--- src/watchdog_reset_status_regs.vh ---
// Summary of operation
// (RL1) scan-chain reset sets scan port reset flag
// (RL2) watchdog timeout sets watchdog reset flag
// (RL3) brown-out reset sets brown-out reset flag
// (RL4) external pin reset sets external reset flag
// (RL5) power-on sets its flag; only software clears
// (RL6) other flags cleared by power-on or zero-write
// (RL7) software reads then clears flags early
// (RL8) control bits 7:5 always read zero
// (RL9) change enable self-clears after four cycles
// (RL10) enable clears only while change enable set
// (RL11) period select changes only under change enable
// (RL12) writing one enables, accepted zero disables
// (RL13) software disables via two writes within window
// (RL14) always-on level ignores every disable attempt
// (RL15) period codes select 16K doubling to 2048K
// (RL16) timeout gives one-cycle watchdog reset pulse
// (RL17) count restarts on restart, disable, reset
// (RL18) always-on level reads enable as one
// (RL19) counter advances on watchdog oscillator rising edges
// (RL20) writing one to a flag leaves it
`ifndef WATCHDOG_RESET_STATUS_REGS_VH
`define WATCHDOG_RESET_STATUS_REGS_VH

// register byte offsets
`define STATUS_OFFSET     32'h0000_0000
`define CONTROL_OFFSET    32'h0000_0004

// reset-cause status fields
`define SCAN_FLAG_BIT     4
`define WDT_FLAG_BIT      3
`define BROWNOUT_FLAG_BIT 2
`define EXT_FLAG_BIT      1
`define POR_FLAG_BIT      0
`define STATUS_RESET      5'h01

// watchdog control fields
`define CHANGE_EN_BIT     4
`define ENABLE_BIT        3
`define PERIOD_MSB        2
`define PERIOD_RESET      3'h0

// timing counts
`define CHANGE_WINDOW_CYCLES 3'h4
`define WDT_BASE_OSC_CYCLES  22'h00_4000

// bus responses
`define RESP_OKAY         2'h0
`define RESP_SLVERR       2'h2

`endif

--- src/watchdog_reset_status.v ---
`include "watchdog_reset_status_regs.vh"

module watchdog_reset_status #(
  parameter [21:0] WDT_BASE_CYCLES = `WDT_BASE_OSC_CYCLES
) (
  // clock and power-on reset
  input  wire        mclk_in,
  input  wire        arst_n_in,
  // axi4-lite write address
  input  wire [31:0] awaddr_in,
  input  wire        awvalid_in,
  output wire        awready_out,
  // axi4-lite write data
  input  wire [31:0] wdata_in,
  input  wire [3:0]  wstrb_in,
  input  wire        wvalid_in,
  output wire        wready_out,
  // axi4-lite write response
  output wire [1:0]  bresp_out,
  output wire        bvalid_out,
  input  wire        bready_in,
  // axi4-lite read address
  input  wire [31:0] araddr_in,
  input  wire        arvalid_in,
  output wire        arready_out,
  // axi4-lite read data
  output wire [31:0] rdata_out,
  output wire [1:0]  rresp_out,
  output wire        rvalid_out,
  input  wire        rready_in,
  // watchdog and reset sources
  input  wire        wdt_osc_in,
  input  wire        wdt_restart_in,
  input  wire        watchdog_always_on_fuse_in,
  input  wire        ext_reset_in,
  input  wire        brownout_reset_in,
  input  wire        scan_reset_in,
  output wire        watchdog_reset_out
);

  // register select: bit 0 status, bit 1 control, none is unmapped
  function [1:0] reg_sel;
    input [31:0] addr;
    begin
      reg_sel = 2'h0;
      if (addr == `STATUS_OFFSET)
        reg_sel = 2'h1;
      else if (addr == `CONTROL_OFFSET)
        reg_sel = 2'h2;
    end
  endfunction

  // timeout length in oscillator cycles
  function [21:0] period_limit;
    input [2:0] sel;
    begin
      period_limit = WDT_BASE_CYCLES << sel;
    end
  endfunction

  // write strobe of one register, taken with the write response
  function reg_wr;
    input       fire;
    input       strb;
    input [1:0] sel;
    input [1:0] want;
    begin
      reg_wr = fire & strb & (sel == want);
    end
  endfunction

  // two-stage synchronisers: osc, ext, brownout, scan, fuse
  reg  [4:0]  sync1_q;
  reg  [4:0]  sync2_q;
  reg         osc_prev_q;
  wire        osc_s;
  wire        ext_s;
  wire        bor_s;
  wire        scan_s;
  wire        fuse_s;
  wire        osc_tick;

  // bus state
  reg         awready_q;
  reg         wready_q;
  reg         bvalid_q;
  reg  [1:0]  bresp_q;
  reg  [31:0] aw_addr_q;
  reg  [31:0] w_data_q;
  reg         w_strb_q;
  reg         arready_q;
  reg         rvalid_q;
  reg  [31:0] rdata_q;
  reg  [1:0]  rresp_q;

  // block state
  reg  [4:0]  status_q;
  reg  [4:0]  status_d;
  reg         en_q;
  reg         en_d;
  reg         ce_q;
  reg         ce_d;
  reg  [2:0]  ce_cnt_q;
  reg  [2:0]  ce_cnt_d;
  reg  [2:0]  period_q;
  reg  [2:0]  period_d;
  reg  [21:0] wdt_cnt_q;
  reg  [21:0] wdt_cnt_d;
  reg         wdt_rst_q;
  reg         wdt_rst_d;

  wire        wr_fire;
  wire [1:0]  wr_sel;
  wire [1:0]  rd_sel;
  wire        wdt_on;
  wire        chip_rst;
  wire [4:0]  set_vec;
  wire        status_wr;
  wire        control_wr;
  reg  [31:0] rd_word;

  assign osc_s  = sync2_q[4];
  assign ext_s  = sync2_q[3];
  assign bor_s  = sync2_q[2];
  assign scan_s = sync2_q[1];
  assign fuse_s = sync2_q[0];

  assign osc_tick = osc_s & ~osc_prev_q; // RL19

  assign wr_fire  = ~awready_q & ~wready_q & ~bvalid_q;
  assign wr_sel   = reg_sel(aw_addr_q);
  assign rd_sel   = reg_sel(araddr_in);

  assign status_wr  = reg_wr(wr_fire, w_strb_q, wr_sel, 2'h1);
  assign control_wr = reg_wr(wr_fire, w_strb_q, wr_sel, 2'h2);

  assign wdt_on   = en_q | fuse_s; // RL14
  assign chip_rst = ext_s | bor_s | scan_s | wdt_rst_q;

  // sources that set flags this cycle; power-on is the async reset
  assign set_vec = {scan_s, wdt_rst_q, bor_s, ext_s, 1'b0}; // RL1 RL2 RL3 RL4

  assign awready_out        = awready_q;
  assign wready_out         = wready_q;
  assign bvalid_out         = bvalid_q;
  assign bresp_out          = bresp_q;
  assign arready_out        = arready_q;
  assign rvalid_out         = rvalid_q;
  assign rdata_out          = rdata_q;
  assign rresp_out          = rresp_q;
  assign watchdog_reset_out = wdt_rst_q;

  always @(posedge mclk_in or negedge arst_n_in)
  begin
    if (!arst_n_in)
    begin
      sync1_q    <= 5'h00;
      sync2_q    <= 5'h00;
      osc_prev_q <= 1'b0;
    end
    else
    begin
      sync1_q    <= {wdt_osc_in, ext_reset_in, brownout_reset_in,
                     scan_reset_in, watchdog_always_on_fuse_in};
      sync2_q    <= sync1_q;
      osc_prev_q <= osc_s;
    end
  end

  // write channel: take address and data in either order
  always @(posedge mclk_in or negedge arst_n_in)
  begin
    if (!arst_n_in)
    begin
      awready_q <= 1'b1;
      wready_q  <= 1'b1;
      bvalid_q  <= 1'b0;
      bresp_q   <= `RESP_OKAY;
      aw_addr_q <= 32'h0000_0000;
      w_data_q  <= 32'h0000_0000;
      w_strb_q  <= 1'b0;
    end
    else
    begin
      if (awready_q && awvalid_in)
      begin
        awready_q <= 1'b0;
        aw_addr_q <= awaddr_in;
      end
      if (wready_q && wvalid_in)
      begin
        wready_q <= 1'b0;
        w_data_q <= wdata_in;
        w_strb_q <= wstrb_in[0];
      end
      if (wr_fire)
      begin
        bvalid_q <= 1'b1;
        bresp_q  <= (wr_sel == 2'h0) ? `RESP_SLVERR : `RESP_OKAY;
      end
      if (bvalid_q && bready_in)
      begin
        bvalid_q  <= 1'b0;
        awready_q <= 1'b1;
        wready_q  <= 1'b1;
      end
    end
  end

  // read data view
  always @*
  begin
    rd_word = 32'h0000_0000;
    if (rd_sel == 2'h1)
      rd_word[4:0] = status_q;
    else if (rd_sel == 2'h2)
    begin
      rd_word[`CHANGE_EN_BIT] = ce_q;
      rd_word[`ENABLE_BIT]    = wdt_on; // RL18
      rd_word[`PERIOD_MSB:0]  = period_q;
      rd_word[7:5]            = 3'h0; // RL8
    end
  end

  // read channel: one read at a time, data one cycle after address
  always @(posedge mclk_in or negedge arst_n_in)
  begin
    if (!arst_n_in)
    begin
      arready_q <= 1'b1;
      rvalid_q  <= 1'b0;
      rdata_q   <= 32'h0000_0000;
      rresp_q   <= `RESP_OKAY;
    end
    else
    begin
      if (arready_q && arvalid_in)
      begin
        arready_q <= 1'b0;
        rvalid_q  <= 1'b1;
        rdata_q   <= rd_word;
        rresp_q   <= (rd_sel == 2'h0) ? `RESP_SLVERR : `RESP_OKAY;
      end
      if (rvalid_q && rready_in)
      begin
        rvalid_q  <= 1'b0;
        arready_q <= 1'b1;
      end
    end
  end

  // reset-cause flags: zero-write clears, set wins over clear
  always @*
  begin
    status_d = status_q;
    if (status_wr)
      status_d = status_q & w_data_q[4:0]; // RL5 RL6 RL20
    status_d = status_d | set_vec;
  end

  // control register and change window
  always @*
  begin
    en_d     = en_q;
    ce_d     = ce_q;
    ce_cnt_d = ce_cnt_q;
    period_d = period_q;
    if (chip_rst)
    begin
      en_d     = 1'b0;
      ce_d     = 1'b0;
      ce_cnt_d = 3'h0;
      period_d = `PERIOD_RESET;
    end
    else
    begin
      if (ce_q)
      begin
        if (ce_cnt_q == 3'h0)
          ce_d = 1'b0; // RL9
        else
          ce_cnt_d = ce_cnt_q - 3'h1;
      end
      if (control_wr)
      begin
        if (w_data_q[`ENABLE_BIT])
          en_d = 1'b1; // RL12
        else if (ce_q && !fuse_s)
          en_d = 1'b0; // RL10 RL13 RL14
        if (ce_q)
          period_d = w_data_q[`PERIOD_MSB:0]; // RL11
        if (w_data_q[`CHANGE_EN_BIT])
        begin
          ce_d     = 1'b1;
          ce_cnt_d = `CHANGE_WINDOW_CYCLES - 3'h1; // RL9
        end
        else
          ce_d = 1'b0;
      end
    end
  end

  // watchdog counter and timeout pulse
  always @*
  begin
    wdt_cnt_d = wdt_cnt_q;
    wdt_rst_d = 1'b0;
    if (chip_rst || wdt_restart_in || !wdt_on)
      wdt_cnt_d = 22'h00_0000; // RL17
    else if (osc_tick)
    begin
      // at or past the limit, so a shortened period still expires
      if (wdt_cnt_q >= period_limit(period_q) - 22'h00_0001) // RL15
      begin
        wdt_cnt_d = 22'h00_0000;
        wdt_rst_d = 1'b1; // RL16
      end
      else
        wdt_cnt_d = wdt_cnt_q + 22'h00_0001; // RL19
    end
  end

  always @(posedge mclk_in or negedge arst_n_in)
  begin
    if (!arst_n_in)
    begin
      status_q  <= `STATUS_RESET; // RL5
      en_q      <= 1'b0;
      ce_q      <= 1'b0;
      ce_cnt_q  <= 3'h0;
      period_q  <= `PERIOD_RESET;
      wdt_cnt_q <= 22'h00_0000;
      wdt_rst_q <= 1'b0;
    end
    else
    begin
      status_q  <= status_d;
      en_q      <= en_d;
      ce_q      <= ce_d;
      ce_cnt_q  <= ce_cnt_d;
      period_q  <= period_d;
      wdt_cnt_q <= wdt_cnt_d;
      wdt_rst_q <= wdt_rst_d;
    end
  end

endmodule

--- config.mk ---
export PLATFORM = sky130hd
export DESIGN_NAME = watchdog_reset_status
export DESIGN_NICKNAME = d
export VERILOG_FILES = /design/src/watchdog_reset_status.v
export VERILOG_INCLUDE_DIRS = /design/src
export SDC_FILE = /design/constraint.sdc
export NUM_CORES = 1
export LEC_CHECK = 0
export ABC_AREA = 1
export BUFFER_PORTS_ARGS = -buffer_cell sky130_fd_sc_hd__buf_2
export CAP_MARGIN = 20
export CORE_MARGIN = 4
export CORE_UTILIZATION = 52
export CTS_CLUSTER_SIZE = 28
export DETAILED_ROUTE_END_ITERATION = 6
export PLACE_DENSITY_LB_ADDON = 0.3
export SLEW_MARGIN = 20
export SYNTH_ARGS = -nofsm -noshare
export SYNTH_HDL_FRONTEND = slang
export SYNTH_SLANG_ARGS = --single-unit
--- constraint.sdc ---
create_clock -name mclk_in -period 2.15 [get_ports mclk_in]
set_clock_uncertainty 0.1 [all_clocks]
set_input_delay 0.215 -clock mclk_in [delete_from_list [all_inputs] [get_ports mclk_in]]
set_output_delay 0.215 -clock mclk_in [all_outputs]
set_load 0.03 [all_outputs]
==> impl_metrics.yaml <==
status:
  status: "completed"
clock_tree:
  clk_pin_slew_worst_paths_ps: 100
  cts-root-buf: "sky130_fd_sc_hd__clkbuf_8"
  tritoncts: "built"
  ctsHtreeMaxLevel: 3
  total_cts_buffers: 9
  clock-sinks: 97
  clockBufferDepth: 2
  clock_latency_ps: 360
final_layout:
  nets: 904
  most_frequent_standard_cell_in_the_layout_excluding_fill_and_tap_cells: "sky130_fd_sc_hd__nand2_1"
  finalCoreUtilization_pct: 67.0
  layout.area.seq_um2: 2440
  diode_count: 0
  multi_input_comb_area_um2: 2290
  area.growth.synth_to_final_pct: 23.1
  commonest_non_fill_non_tap_cells_in_the_layout: "sky130_fd_sc_hd__nand2_1, sky130_fd_sc_hd__nor2_1, sky130_fd_sc_hd__buf_2"
  fillers: 726
  final_layout_size_suffix_gt1_share_pct: 21.1
pwr:
  pwr-share-comb_pct: 28.2
  pwr_per_cell_area_nw_per_um2: 822
  ir_drop_mv: 0.480
  net-switching-power_w: 0.00181
  p_sw_share_pct: 34.9
  p_seq_share_pct: 49.3
  clockPowerShare_pct: 22.5
  cellLeakagePower_nw: 3.05
  cell_internal_pwr_w: 0.00337
timing:
  worst_slew_margin_rel_pct: 65.8
  hold-worst-slack_ps: 11.7
  timing.final.max_slew_violations: 0
  time_the_final_worst_path_needs_with_i_o_delays_and_setup_ps: 2050
  tightest_slew_ps: 513
  finalSetupViolations: 0
  timing.final.hold_violations: 0
  clock.fmax_mhz: 489
  timing.setup.tns_ps: 0
  finalCritPeriodShare_pct: 95.2
synth:
  post_synth_inst_count: 636
  seq_area_frac_synth_pct: 47.5
  post_synth_num_cell_types: 33
  synth-compound-area-share_pct: 6.72
  post_synth_edffs: 0
  yosysTopAreaCellShare_pct: 45.5
  synth.mux.area_fraction_pct: 3.94
  synth_top_flop_cell: "sky130_fd_sc_hd__dfrtp_1"
  ys_ff_latch: 97
  synth.area.top_cells: "sky130_fd_sc_hd__dfrtp_1, sky130_fd_sc_hd__nand2_1, sky130_fd_sc_hd__nor2_1"
  synth_area_leader_cell: "sky130_fd_sc_hd__dfrtp_1"
  async_reset_ff_share_pct: 100
  synthesis.yosys.warnings: 0
  synth_top_family_by_area: "simple AND/OR/NAND/NOR gates"
  synth_area_per_cell_um2: 8.05
  synth_area_um2: 5120
  synth_xor_area_share_pct: 1.88
  synth_simple_gate_area_share_pct: 26.8
  synth_adder_area_share_pct: 2.69
detailed_routing:
  detailedRoute.firstPassIterationCount: 4
  finalWirelength_mm: 11.5
  drc: 0
  drt_iter0_markers: 162
  wl_per_cell_um: 12.6
  detail-route-antenna-nets: 0
  drt-vias-per-instance: 4.87
  dr_total_vias: 4455
worst_setup_path:
  ff2ff_setup_slack_ps: 100
  r2r_cells: 13
  path_max_fanout: 11
  timing.critical_path.arrival_ps: 2240
  type_of_origin_of_the_critical_path: "flop"
  critical_setup_path_class: "reg2reg"
  critPathCaptureType: "flop"
  worst_r2r_endpoint: "wdt_cnt_q[13]"
  timing.rr.start: "period_q[2]"
  worst_path_required_ps: 2350
global_route:
  gr-usage-all-layers_pct: 20.4
  grt_antenna_before_repair: 0
  gr_ovfl_total: 0
  grt_max_degree: 52
  grt_pass1_wl_mm: 19.0
  grt_pass1_vias: 4283
min_path:
  worstHoldEndpoint: "aw_addr_q[1]"
  hold_path_depth: 3
  hold_path.startpoint: "awaddr_in[1]"
  path_type_of_the_worst_min_delay_path: "in2reg"
floorplanning:
  floorplan.die_area_um2: 11500
  die_height_um: 107
  placement_rows: 35
  io_pins: 155
  dieWidth_um: 107
  core-area_um2: 9420
  effective_utilization_at_floorplan_pct: 54.4
place:
  place.detailed.hpwl_mm: 8.20
  port_buffers: 95
  gp_congestion: 0.873
run:
  maxCapViolations: 0
[sequential cells by signal, indices dropped and copies added, names as in the netlist, 3 cells and up]
register / cells
aw_addr_q: 32
sync1_q: 5
ce_cnt_q: 3
w_data_q: 5
sync2_q: 5
wdt_cnt_q: 22
status_q: 5
rdata_out: 5
period_q: 3
[how the worst max path moves through the flow]
stage	start	end	slack, ps
6_report	period_q[2]	wdt_cnt_q[13]	100
5_1_grt	period_q[2]	wdt_cnt_q[13]	-20
4_1_cts	period_q[2]	wdt_cnt_q[13]	60
3_5_place_dp	period_q[2]	wdt_cnt_q[13]	90
3_3_place_gp	period_q[2]	wdt_cnt_q[13]	180
2_1_floorplan	period_q[2]	wdt_cnt_q[12]	200
[stage by stage]
| step | setup WS (ps) | std cells | area, µm² | power [W] |
|---|---|---|---|---|
| finish | 104 | 914 | 6300 | 0.00518 |
| global route | -16.0 | 914 | 6300 | 0.00549 |
| CTS | 65.0 | 910 | 6260 | 0.00519 |
| detailed placement | 90.9 | 855 | 5680 | 0.00397 |
| global placement | 180 | 855 | 5680 | 0.00388 |
| floorplan | 196 | 664 | 5220 | 0.00357 |
[power by group through the flow]
stage | Combinational (W) | Clock (W) | Sequential, W
after floorplan | 0.000820 | 0 | 0.00275
after CTS | 0.00146 | 0.00117 | 0.00255
final | 0.00146 | 0.00116 | 0.00256
after global placement | 0.00132 | 0 | 0.00257
after global routing | 0.00161 | 0.00127 | 0.00261
after detailed placement | 0.00137 | 0 | 0.00259
[cells in the mapped netlist (all sizes together), types with 2 or more instances]
library cell	instances
buf	35
conb	2
nand3	34
o21bai	2
nand2	142
o21ai	23
xor2	11
ha	11
mux2	17
nor2	134
inv	66
dfstp	4
nor3	2
a21oi	36
clkbuf	5
nand4	11
dfrtp	93
[kinds of logic after synthesis]
| family | count (synthesis) |
|---|---|
| DFF | 97 |
| and+or+nand+nor | 327 |
| muxes | 18 |
| adders and majority gates | 11 |
| buffers and inverters | 106 |
| AOI/OAI and AO/OA | 64 |
| xor gates and xnor gates | 11 |
| other | 2 |
[worst max-delay path, stage by stage, from the launching register on]
cell                      delay (ps)
sky130_fd_sc_hd__dfrtp_2         450
sky130_fd_sc_hd__buf_2           170
sky130_fd_sc_hd__a21oi_2         100
sky130_fd_sc_hd__ha_1            230
sky130_fd_sc_hd__nand2_1          70
sky130_fd_sc_hd__inv_1            40
sky130_fd_sc_hd__nand2_1          50
sky130_fd_sc_hd__nand2_1          50
sky130_fd_sc_hd__nand2_1          70
sky130_fd_sc_hd__nand2_2          80
sky130_fd_sc_hd__nor2_4          220
sky130_fd_sc_hd__o21ai_4          80
sky130_fd_sc_hd__buf_12          160
sky130_fd_sc_hd__nor2_1          100
[per-layer routing]
metal	GRT usage (%)	vias up	wire, µm
li1	-	2241	-
met1	25.7	2064	4940
met2	35.8	143	5680
met3	3.79	7	772
met4	6.03	0	89
met5	0	-	0
[cell type report]
cell class / instances / share of cell area (%)
inverters: 66 / 3.93
clock inverters: 4 / 0.576
multi-input cells: 462 / 36.3
flip-flops and latches: 97 / 38.6
clock buffers: 12 / 2.46
well taps: 129 / 2.56
repair buffers: 144 / 15.5
[repair_timing]
action / in CTS / in global routing
resized for setup: 0 / 10
hold endpoints to repair: 68 / 0
buffers inserted: 0 / 3
hold buffers: 39 / 0
setup endpoints to repair: 0 / 18
Note: power is estimated with default switching activity, not from simulation.
